==> src/hdl/rta_pkg.sv <==
// constants, field layouts and carriers shared by the alarm block
// assumes registers are reached by a 4-bit index and 8-bit data port
package rta_pkg;

  localparam int ADDR_W = 4;
  localparam int DATA_W = 8;
  localparam int WDAY_W = 7;

  // register indices
  localparam logic [ADDR_W-1:0] IDX_CUR_MIN  = 4'h1;
  localparam logic [ADDR_W-1:0] IDX_CUR_HOUR = 4'h2;
  localparam logic [ADDR_W-1:0] IDX_CUR_WDAY = 4'h3;
  localparam logic [ADDR_W-1:0] IDX_CUR_DATE = 4'h4;
  localparam logic [ADDR_W-1:0] IDX_ALM_MIN  = 4'h8;
  localparam logic [ADDR_W-1:0] IDX_ALM_HOUR = 4'h9;
  localparam logic [ADDR_W-1:0] IDX_ALM_DAY  = 4'hA;
  localparam logic [ADDR_W-1:0] IDX_EXT      = 4'hD;
  localparam logic [ADDR_W-1:0] IDX_FLAG     = 4'hE;
  localparam logic [ADDR_W-1:0] IDX_CTRL     = 4'hF;

  // bit positions
  localparam int BIT_FIELD_DIS = 7;
  localparam int BIT_WEEKDAY_OR_DATE_SELECT      = 6;
  localparam int BIT_TE        = 4;
  localparam int BIT_FSEL_HI   = 3;
  localparam int BIT_FSEL_LO   = 2;
  localparam int BIT_TSEL_HI   = 1;
  localparam int BIT_TSEL_LO   = 0;
  localparam int BIT_TF        = 4;
  localparam int BIT_AF        = 3;
  localparam int BIT_VLF       = 1;
  localparam int BIT_TIE       = 4;
  localparam int BIT_AIE       = 3;
  localparam int BIT_STOP      = 1;

  // writable or compared bits per register
  localparam logic [DATA_W-1:0] MASK_MIN  = 8'h7F;
  localparam logic [DATA_W-1:0] MASK_HOUR = 8'h3F;
  localparam logic [DATA_W-1:0] MASK_WDAY = 8'h7F;
  localparam logic [DATA_W-1:0] MASK_DATE = 8'h3F;
  localparam logic [DATA_W-1:0] MASK_EXT  = 8'h5F;
  localparam logic [DATA_W-1:0] MASK_CTRL = 8'h1A;

  // reset values and counting limits, packed bcd
  localparam logic [DATA_W-1:0] RST_REG      = 8'h00;
  localparam logic [DATA_W-1:0] RST_WDAY     = 8'h01;
  localparam logic [DATA_W-1:0] BCD_MIN_MAX  = 8'h59;
  localparam logic [DATA_W-1:0] BCD_HOUR_MAX = 8'h23;
  localparam logic [DATA_W-1:0] BCD_DATE_MAX = 8'h31;
  localparam logic [DATA_W-1:0] BCD_DATE_1ST = 8'h01;
  localparam logic [3:0]        BCD_DIG_MAX  = 4'h9;

  typedef struct packed {
    logic [DATA_W-1:0] minute;
    logic [DATA_W-1:0] hour;
    logic [DATA_W-1:0] weekday;
    logic [DATA_W-1:0] date;
  } rta_time_s;

  typedef struct packed {
    logic              wr;
    logic              rd;
    logic [ADDR_W-1:0] addr;
    logic [DATA_W-1:0] wdata;
  } rta_req_s;

endpackage

==> src/hdl/rta_alarm.sv <==
// alarm comparison, flags and shared open-drain interrupt of the clock
// assumes a register port already decoded from the serial link and a
// minute tick from the crystal prescaler, both synchronous to clk
`timescale 1ns/1ps

// How it works
// - enabled minute, hour, weekday-or-date fields equal the time: alarm event.
// - writing the present time raises nothing until counters next advance.
// - an alarm event sets the alarm flag; it stays set until cleared.
// - writing one to the alarm flag does nothing; writing zero clears it.
// - event with alarm interrupt enable set pulls the interrupt line low.
// - line stays low until alarm flag or enable is cleared.
// - clearing the enable releases the line at once, flag stays set.
// - clearing the alarm flag releases the line at once.
// - event with enable clear sets the flag, line stays released.
// - line is the wired combination of alarm and timer sources.
// - no alarm events while stop or counter reset hold is set.
// - select bit picks weekday mask (zero) or date (one) comparison.
// - weekday mode: seven low bits are days, any set day matches.
// - bit 7 of an alarm register removes that field from comparison.
// - all three fields disabled: alarm event every minute.
// - alarm registers are plain read/write storage; keep enable off then.
module rta_alarm (
  input  wire logic              clk,
  input  wire logic              srst,
  input  wire rta_pkg::rta_req_s req,
  output logic [7:0]             rdata,
  output logic                   rvalid,
  input  wire logic              minute_tick,
  input  wire logic              timer_event,
  input  wire logic              low_voltage_event,
  input  wire logic              counter_reset_hold,
  input  wire logic              irq_n_in,
  output logic                   irq_n_out,
  output logic                   irq_oe_n,
  output logic                   timer_run_enable,
  output logic                   timer_src_sel_hi,
  output logic                   timer_src_sel_lo,
  output logic                   clkout_freq_sel_hi,
  output logic                   clkout_freq_sel_lo
);

  logic [7:0]                 alarm_minute;
  logic [7:0]                 alarm_hour;
  logic [7:0]                 alarm_date_or_weekday;
  logic [7:0]                 extension_control;
  logic [7:0]                 interrupt_control;
  logic                       alarm_event_flag;
  logic                       timer_event_flag;
  logic                       low_voltage_flag;
  rta_pkg::rta_time_s         now;
  logic                       advanced;
  logic                       run;
  logic                       weekday_or_date_select;
  logic                       alarm_irq_enable;
  logic                       timer_irq_enable;
  logic                       stop_bit;
  logic                       wr_flag;
  logic                       wr_ctrl;
  logic                       wr_ext;
  logic [rta_pkg::WDAY_W-1:0] day_hits;
  logic                       min_ok;
  logic                       hour_ok;
  logic                       day_ok;
  logic                       alarm_event;
  logic                       alarm_drive;
  logic                       timer_drive;
  logic [7:0]                 next_rdata;

  assign wr_flag = req.wr && (req.addr == rta_pkg::IDX_FLAG);
  assign wr_ctrl = req.wr && (req.addr == rta_pkg::IDX_CTRL);
  assign wr_ext  = req.wr && (req.addr == rta_pkg::IDX_EXT);

  assign weekday_or_date_select = extension_control[rta_pkg::BIT_WEEKDAY_OR_DATE_SELECT];
  assign alarm_irq_enable       = interrupt_control[rta_pkg::BIT_AIE];
  assign timer_irq_enable       = interrupt_control[rta_pkg::BIT_TIE];
  assign stop_bit               = interrupt_control[rta_pkg::BIT_STOP];
  assign timer_run_enable       = extension_control[rta_pkg::BIT_TE];
  assign timer_src_sel_hi       = extension_control[rta_pkg::BIT_TSEL_HI];
  assign timer_src_sel_lo       = extension_control[rta_pkg::BIT_TSEL_LO];
  assign clkout_freq_sel_hi     = extension_control[rta_pkg::BIT_FSEL_HI];
  assign clkout_freq_sel_lo     = extension_control[rta_pkg::BIT_FSEL_LO];

  assign run = !stop_bit && !counter_reset_hold;

  rta_time_counter u_time (
    .clk         (clk),
    .srst        (srst),
    .minute_tick (minute_tick),
    .run         (run),
    .req         (req),
    .now         (now),
    .advanced    (advanced)
  );

  for (genvar i = 0; i < rta_pkg::WDAY_W; i++) begin : g_wday
    assign day_hits[i] = alarm_date_or_weekday[i] & now.weekday[i];
  end

  assign min_ok  = alarm_minute[rta_pkg::BIT_FIELD_DIS] ||
                   ((alarm_minute & rta_pkg::MASK_MIN) ==
                    (now.minute & rta_pkg::MASK_MIN));
  assign hour_ok = alarm_hour[rta_pkg::BIT_FIELD_DIS] ||
                   ((alarm_hour & rta_pkg::MASK_HOUR) ==
                    (now.hour & rta_pkg::MASK_HOUR));
  assign day_ok  = alarm_date_or_weekday[rta_pkg::BIT_FIELD_DIS] ||
                   (weekday_or_date_select ?
                    ((alarm_date_or_weekday & rta_pkg::MASK_DATE) ==
                     (now.date & rta_pkg::MASK_DATE)) :
                    (|day_hits));

  assign alarm_event = advanced && run && min_ok && hour_ok && day_ok;

  always_ff @(posedge clk) begin
    if (srst) begin
      alarm_minute          <= rta_pkg::RST_REG;
      alarm_hour            <= rta_pkg::RST_REG;
      alarm_date_or_weekday <= rta_pkg::RST_REG;
    end else if (req.wr) begin
      if (req.addr == rta_pkg::IDX_ALM_MIN) begin
        alarm_minute <= req.wdata;
      end
      if (req.addr == rta_pkg::IDX_ALM_HOUR) begin
        alarm_hour <= req.wdata;
      end
      if (req.addr == rta_pkg::IDX_ALM_DAY) begin
        alarm_date_or_weekday <= req.wdata;
      end
    end
  end

  always_ff @(posedge clk) begin
    if (srst) begin
      extension_control <= rta_pkg::RST_REG;
    end else if (wr_ext) begin
      extension_control <= req.wdata & rta_pkg::MASK_EXT;
    end
  end

  // enable is only ever changed by software
  always_ff @(posedge clk) begin
    if (srst) begin
      interrupt_control <= rta_pkg::RST_REG;
    end else if (wr_ctrl) begin
      interrupt_control <= req.wdata & rta_pkg::MASK_CTRL;
    end
  end

  // only zero clears
  // set beats a clear in the same cycle so no event is lost
  always_ff @(posedge clk) begin
    if (srst) begin
      alarm_event_flag <= 1'b0;
    end else if (alarm_event) begin
      alarm_event_flag <= 1'b1;
    end else if (wr_flag && !req.wdata[rta_pkg::BIT_AF]) begin
      alarm_event_flag <= 1'b0;
    end
  end

  always_ff @(posedge clk) begin
    if (srst) begin
      timer_event_flag <= 1'b0;
    end else if (timer_event) begin
      timer_event_flag <= 1'b1;
    end else if (wr_flag && !req.wdata[rta_pkg::BIT_TF]) begin
      timer_event_flag <= 1'b0;
    end
  end

  always_ff @(posedge clk) begin
    if (srst) begin
      low_voltage_flag <= 1'b0;
    end else if (low_voltage_event) begin
      low_voltage_flag <= 1'b1;
    end else if (wr_flag && !req.wdata[rta_pkg::BIT_VLF]) begin
      low_voltage_flag <= 1'b0;
    end
  end

  assign alarm_drive = alarm_event_flag && alarm_irq_enable;
  // timer source simplified to flag and enable; its clear rules live outside
  assign timer_drive = timer_event_flag && timer_irq_enable;
  // wired sources
  // gated from flops, not registered, so release is immediate
  assign irq_oe_n  = !(alarm_drive || timer_drive);
  assign irq_n_out = 1'b0;

  always_comb begin
    next_rdata = rta_pkg::RST_REG;
    case (req.addr)
      rta_pkg::IDX_CUR_MIN:  next_rdata = now.minute;
      rta_pkg::IDX_CUR_HOUR: next_rdata = now.hour;
      rta_pkg::IDX_CUR_WDAY: next_rdata = now.weekday;
      rta_pkg::IDX_CUR_DATE: next_rdata = now.date;
      rta_pkg::IDX_ALM_MIN:  next_rdata = alarm_minute;
      rta_pkg::IDX_ALM_HOUR: next_rdata = alarm_hour;
      rta_pkg::IDX_ALM_DAY:  next_rdata = alarm_date_or_weekday;
      rta_pkg::IDX_EXT:      next_rdata = extension_control;
      rta_pkg::IDX_FLAG: begin
        next_rdata[rta_pkg::BIT_TF]  = timer_event_flag;
        next_rdata[rta_pkg::BIT_AF]  = alarm_event_flag;
        next_rdata[rta_pkg::BIT_VLF] = low_voltage_flag;
      end
      rta_pkg::IDX_CTRL:     next_rdata = interrupt_control;
      default:               next_rdata = rta_pkg::RST_REG;
    endcase
  end

  always_ff @(posedge clk) begin
    if (srst) begin
      rdata  <= rta_pkg::RST_REG;
      rvalid <= 1'b0;
    end else begin
      rvalid <= req.rd;
      if (req.rd) begin
        rdata <= next_rdata;
      end
    end
  end

  // line level is observed by the host, not needed inside
  logic unused_line;
  assign unused_line = irq_n_in;
endmodule // rta_alarm

==> src/hdl/rta_time_counter.sv <==
// minute, hour and date counters in packed bcd, weekday as a rotating seven-bit one-hot mask
// assumes one minute_tick pulse per minute from the crystal prescaler
`timescale 1ns/1ps
module rta_time_counter (
  input  wire logic              clk,
  input  wire logic              srst,
  input  wire logic              minute_tick,
  input  wire logic              run,
  input  wire rta_pkg::rta_req_s req,
  output rta_pkg::rta_time_s     now,
  output logic                   advanced
);

  logic wr_time;
  logic tick_taken;
  logic min_wrap;
  logic hour_wrap;

  function automatic logic [7:0] bcd_inc(input logic [7:0] v);
    if (v[3:0] == rta_pkg::BCD_DIG_MAX) begin
      bcd_inc = {v[7:4] + 4'h1, 4'h0};
    end else begin
      bcd_inc = {v[7:4], v[3:0] + 4'h1};
    end
  endfunction

  assign wr_time    = req.wr && ((req.addr == rta_pkg::IDX_CUR_MIN) ||
                      (req.addr == rta_pkg::IDX_CUR_HOUR) ||
                      (req.addr == rta_pkg::IDX_CUR_WDAY) ||
                      (req.addr == rta_pkg::IDX_CUR_DATE));
  // a software write wins over a tick in the same cycle
  assign tick_taken = minute_tick && run && !wr_time;
  assign min_wrap   = (now.minute == rta_pkg::BCD_MIN_MAX);
  assign hour_wrap  = min_wrap && (now.hour == rta_pkg::BCD_HOUR_MAX);

  always_ff @(posedge clk) begin
    if (srst) begin
      now.minute  <= rta_pkg::RST_REG;
      now.hour    <= rta_pkg::RST_REG;
      now.weekday <= rta_pkg::RST_WDAY;
      now.date    <= rta_pkg::BCD_DATE_1ST;
    end else if (wr_time) begin
      case (req.addr)
        rta_pkg::IDX_CUR_MIN:  now.minute  <= req.wdata & rta_pkg::MASK_MIN;
        rta_pkg::IDX_CUR_HOUR: now.hour    <= req.wdata & rta_pkg::MASK_HOUR;
        rta_pkg::IDX_CUR_WDAY: now.weekday <= req.wdata & rta_pkg::MASK_WDAY;
        default:               now.date    <= req.wdata & rta_pkg::MASK_DATE;
      endcase
    end else if (tick_taken) begin
      now.minute <= min_wrap ? rta_pkg::RST_REG : bcd_inc(now.minute);
      if (min_wrap) begin
        now.hour <= hour_wrap ? rta_pkg::RST_REG : bcd_inc(now.hour);
      end
      // no month counter here: date wraps after the 31st
      if (hour_wrap) begin
        now.weekday <= {1'b0, now.weekday[5:0], now.weekday[6]};
        now.date    <= (now.date == rta_pkg::BCD_DATE_MAX) ?
                       rta_pkg::BCD_DATE_1ST : bcd_inc(now.date);
      end
    end
  end

  // marks the cycle in which the new time is visible
  always_ff @(posedge clk) begin
    if (srst) begin
      advanced <= 1'b0;
    end else begin
      advanced <= tick_taken;
    end
  end

endmodule // rta_time_counter

==> config.mk <==
export PLATFORM = sky130hd
export DESIGN_NAME = rta_alarm
export DESIGN_NICKNAME = d
export VERILOG_FILES = /design/src/hdl/rta_pkg.sv /design/src/hdl/rta_alarm.sv /design/src/hdl/rta_time_counter.sv
export SDC_FILE = /design/constraint.sdc
export NUM_CORES = 1
export LEC_CHECK = 0
export BUFFER_PORTS_ARGS = -buffer_cell sky130_fd_sc_hd__buf_2
export CORE_UTILIZATION = 33
export CTS_BUF_LIST = sky130_fd_sc_hd__clkbuf_8
export CTS_CLUSTER_SIZE = 10
export DETAILED_ROUTE_END_ITERATION = 6
export GPL_ROUTABILITY_DRIVEN = 0
export GPL_TIMING_DRIVEN = 0
export PLACE_DENSITY_LB_ADDON = 0.12
export SETUP_SLACK_MARGIN = 0.02
export SYNTH_ARGS = -nofsm -noshare
export SYNTH_HDL_FRONTEND = slang
export SYNTH_HIERARCHICAL = 1
export SYNTH_SLANG_ARGS = --single-unit
==> constraint.sdc <==
create_clock -name clk -period 2.8 [get_ports clk]
set_clock_uncertainty 0.1 [all_clocks]
set_input_delay 0.7 -clock clk [delete_from_list [all_inputs] [get_ports clk]]
set_output_delay 0.7 -clock clk [all_outputs]
set_load 0.02 [all_outputs]
==> flow_summary.rst <==
.. list-table::
   :header-rows: 1

   * - Metric
     - Value
   * - Maximum number of pins on one net before global-route repair
     - 14
   * - Area share of and/or/nand/nor cells after synthesis
     - roughly 22%
   * - Number of global-route vias before repair
     - 4343
   * - Number of warnings issued by yosys
     - 6
   * - H-tree depth
     - 3
   * - Die area
     - 14860 um^2
   * - Count of standard-cell rows
     - between 40 and 50
   * - Number of iterations in the first detailed-routing pass
     - 5
   * - Per-cell routed wire length
     - around 22 um
   * - Worst-skew pair later-pin latency
     - just under 400 ps
   * - Delay of the slowest critical-path stage
     - around 590 ps
   * - Minimum setup slack among reg-to-reg paths
     - around 130 ps
   * - Launch instance of the worst min-delay path
     - rdata[7]$_SDFFE_PP0P_
   * - Reg area
     - ~1500 um^2
   * - Area of combinational cells with multiple inputs
     - just under 3000 um^2
   * - Worst setup slack before clock tree synthesis
     - -349.3 ps
   * - Run status
     - completed
   * - Share of synthesized area spent on multiplexers
     - approximately a tenth
   * - Io pins
     - 37
   * - Final routed DRC violation total
     - 0
   * - Instance area after placement
     - slightly above 5000 um^2
   * - Post-Route Hold Slack
     - ~350 ps
   * - Post-synthesis instance area
     - approximately 4700 um^2
   * - Largest family of logic cells by synthesized area
     - compound AO/OA/AOI/OAI gates
   * - Highest Clock Rate
     - ~380 MHz
   * - Clock tree from TritonCTS
     - built
   * - Number of nets in the synthesized netlist
     - 590
   * - Hold-fix buffer count after cts
     - 0
   * - Synthesized area per cell
     - about 8.5 um^2
   * - GR met1 Demand/Resource
     - ~33%
   * - Maximum buffer depth of the clock tree
     - 2
   * - Total of buffers placed on input and output ports
     - 34
   * - Num CTS Buffers
     - 9
   * - WHS Path Cells
     - 2
   * - Clock root buffer
     - clkbuf_8
   * - Async S/R FF share, synth
     - 0%
   * - Antenna-violating nets left
     - 0
   * - Layout-stage area growth over the synthesis result
     - 14.13%
   * - Final std cell area, no fill
     - ~5400 um^2
   * - Nets@finish
     - approximately 640
   * - Pleak
     - about 0.0020 uW
   * - Largest driver fanout on the critical path
     - 10
   * - First-pass GRT wire length
     - roughly 27000 um
   * - Worst reg2reg startpoint
     - u_time/now[16]$_SDFFE_PP0P_
   * - Final setup violation count
     - 0
   * - Diodes inserted
     - 0
   * - Final setup TNS
     - 0 ps
   * - Leading cell types in the layout, fill and taps excluded
     - dfxtp_1, nor2_1, buf_2
   * - Total of fill cells in the finished design
     - between 1000 and 1500
   * - Required time reported for the critical path endpoint
     - around 3000 ps
   * - Relative max-transition margin
     - about 53%
   * - Die Wd
     - between 100 and 150 um
   * - Pwr Density
     - between 400 and 500 nW/um^2
   * - Total power of the final layout
     - about 2600 uW
   * - Smallest setup slack after layout
     - 133.6 ps
   * - Most frequently used flop master after synthesis
     - dfxtp_1
   * - Netlist cell types
     - between 80 and 90
   * - Total count of max-transition violations in the final report
     - 0
   * - Area of the core region
     - 13930 um^2
   * - Via-per-instance ratio
     - 5.935
   * - Worst setup path category
     - reg2reg
   * - Number of synthesized register bits
     - 77
   * - Cell-by-cell trace of the critical path
     - ha_1 -> or2b_2 -> or4_4 -> mux2i_4 -> buf_6 -> nor2_1 -> a311oi_2
   * - Total congestion overflow after global routing
     - 0
   * - Vias after detailed routing
     - about 4700
   * - Final critical path time including I/O delays and setup
     - approximately 2700 ps
   * - Most Used Layer, Global Route
     - met2
   * - Xor and xnor fraction of the mapped netlist area
     - 3.507%
   * - Clock tree sinks
     - 77
   * - Number of DRC markers after the initial detailed-route iteration
     - ~470
   * - Global router's overall resource usage
     - 24.69%
   * - Total wire length
     - between 15000 and 20000 um
   * - Hold Crit Class
     - reg2reg
   * - Final cycle utilization of the critical path
     - between 90% and 100%
   * - Most common cell after layout, fill and taps aside
     - dfxtp_1
   * - Global routing met3 resource utilization
     - ~5.4%
   * - Starting Density
     - between 30% and 40%
   * - Die Span Y
     - between 100 and 150 um
   * - Compound-Gate Fraction of Synth Area
     - roughly 23%
   * - Endpoint arrival time on the critical path
     - about 2900 ps
   * - Number of max-cap violations
     - 0
   * - Detailed Place HPWL
     - ~13000 um
   * - Startpoint types
     - flop
   * - Capture endpoint of the worst hold path
     - rdata[7]$_SDFFE_PP0P_
   * - Gate Count Post-Synth
     - 558
   * - EDFF count, synth
     - 0
   * - Setup repair after global routing missed its margin
     - true
   * - Share of final-layout standard cells stronger than drive strength 1
     - 17.57%
   * - Arithmetic-cell share of the synthesized area counting full adders, half adders and majority gates
     - between 2 and 3%
   * - Worst reg-to-reg path cell count
     - 7
   * - Critical register-to-register path endpoint
     - u_time/now[12]$_SDFFE_PP0P_
   * - Max rail drop VDD
     - between 0.0002 and 0.0003 V
   * - Hold Violations, Final
     - 0
   * - Proportion of synthesized chip area in sequential cells
     - around a third
   * - Met2 Use GR
     - between 30% and 40%
   * - Worst Setup End Kind
     - flop
   * - Slew @ Worst Pin
     - 687.1 ps
   * - Critical-path top delay cell
     - or4_4
   * - Clock-pin slew on the worst setup and hold paths
     - 80 ps
   * - Number of antenna violations at the first check in global routing
     - 0
-- repair_timing --
item,4_1_cts,5_1_grt
buffers inserted,0,2
endpoints found under the setup margin,0,27
gates resized for setup,0,4
-- kinds of logic after synthesis --
kind of cell,after synthesis
multiplexers,46
AND/OR/NAND/NOR,201
XOR/XNOR,19
AO/OA/AOI/OAI,153
adder cells (fa/ha/maj),11
other,2
flip-flops,77
buffers and inverters,49
-- worst max-delay path, delay by kind of cell, from the launching register on --
family / cells / cell delay [ps]
flip-flops: 1 / 580
buffers and inverters: 1 / 180
AO/OA/AOI/OAI: 1 / 240
adder cells (fa/ha/maj): 1 / 230
AND/OR/NAND/NOR: 3 / 1010
multiplexers: 1 / 240
-- worst max-delay path by stage --
| stage | startpoint | end | cells past startpoint |
|---|---|---|---|
| after global routing | req[10] | u_time/now[1]$_SDFFE_PP0P_ | 7 |
| after detailed placement | req[10] | u_time/now[8]$_SDFFE_PP1P_ | 8 |
| final | u_time/now[16]$_SDFFE_PP0P_ | u_time/now[12]$_SDFFE_PP0P_ | 7 |
| after floorplan | req[8] | u_time/now[20]$_SDFFE_PP0P_ | 6 |
| after CTS | req[10] | u_time/now[8]$_SDFFE_PP1P_ | 8 |
| after global placement | req[10] | u_time/now[1]$_SDFFE_PP0P_ | 7 |
-- layer usage --
metal,vias up,routed length (um),part of all wire (%)
li1,2161,-,-
met1,2224,7689,44
met2,255,7774,44
met3,43,1422,8.1
met4,0,603,3.4
met5,-,0,0
-- per-stage QoR --
| stage | utilization [%] | std cells |
|---|---|---|
| 5_1_grt | 38.86 | 789 |
| 6_report | 38.86 | 789 |
| 3_5_place_dp | 36.89 | 772 |
| 3_3_place_gp | 36.89 | 772 |
| 4_1_cts | 38.65 | 787 |
| 2_1_floorplan | - | 558 |
-- layout make-up --
class,instances,share of cell area [%]
clock inverter,4,1.756
tap,180,4.159
multi-input combinational,432,54.32
inverter,20,1.386
buffer,29,3.651
clock buffer,11,2.796
sequential,77,28.51
timing repair buffer,36,3.420
-- flip-flops by register name, indices dropped and copies added, names as in the netlist --
name and cells:
alarm_date_or_weekday 8, alarm_event_flag 1, alarm_hour 8, alarm_minute 8, extension_control 6, interrupt_control 3, low_voltage_flag 1, rdata 8
rvalid 1, timer_event_flag 1, u_time/advanced 1, u_time/now 31
-- synth_stat cells, types with 9 or more instances --
library cell	n	area share, %
dfxtp_1	77	32
nor2_1	64	5.1
nand2_1	43	3.4
mux2i_1	37	7.8
o21ai_0	31	3.3
a21oi_1	29	3.1
inv_1	19	1.5
nand3_1	13	1.4
ha_1	11	2.9
nor3_1	11	1.2
xor2_1	11	2.0
buf_2	10	1.1
nor2b_1	10	1.3
nor4_1	9	1.2
-- report_power, final --
group | leakage (uW) | internal (uW) | switching, uW
Clock | 0.000125 | 635 | 445
Combinational | 0.00124 | 113 | 210
Sequential | 0.000624 | 1120 | 36.8
Power figures use the tool's default switching activity.
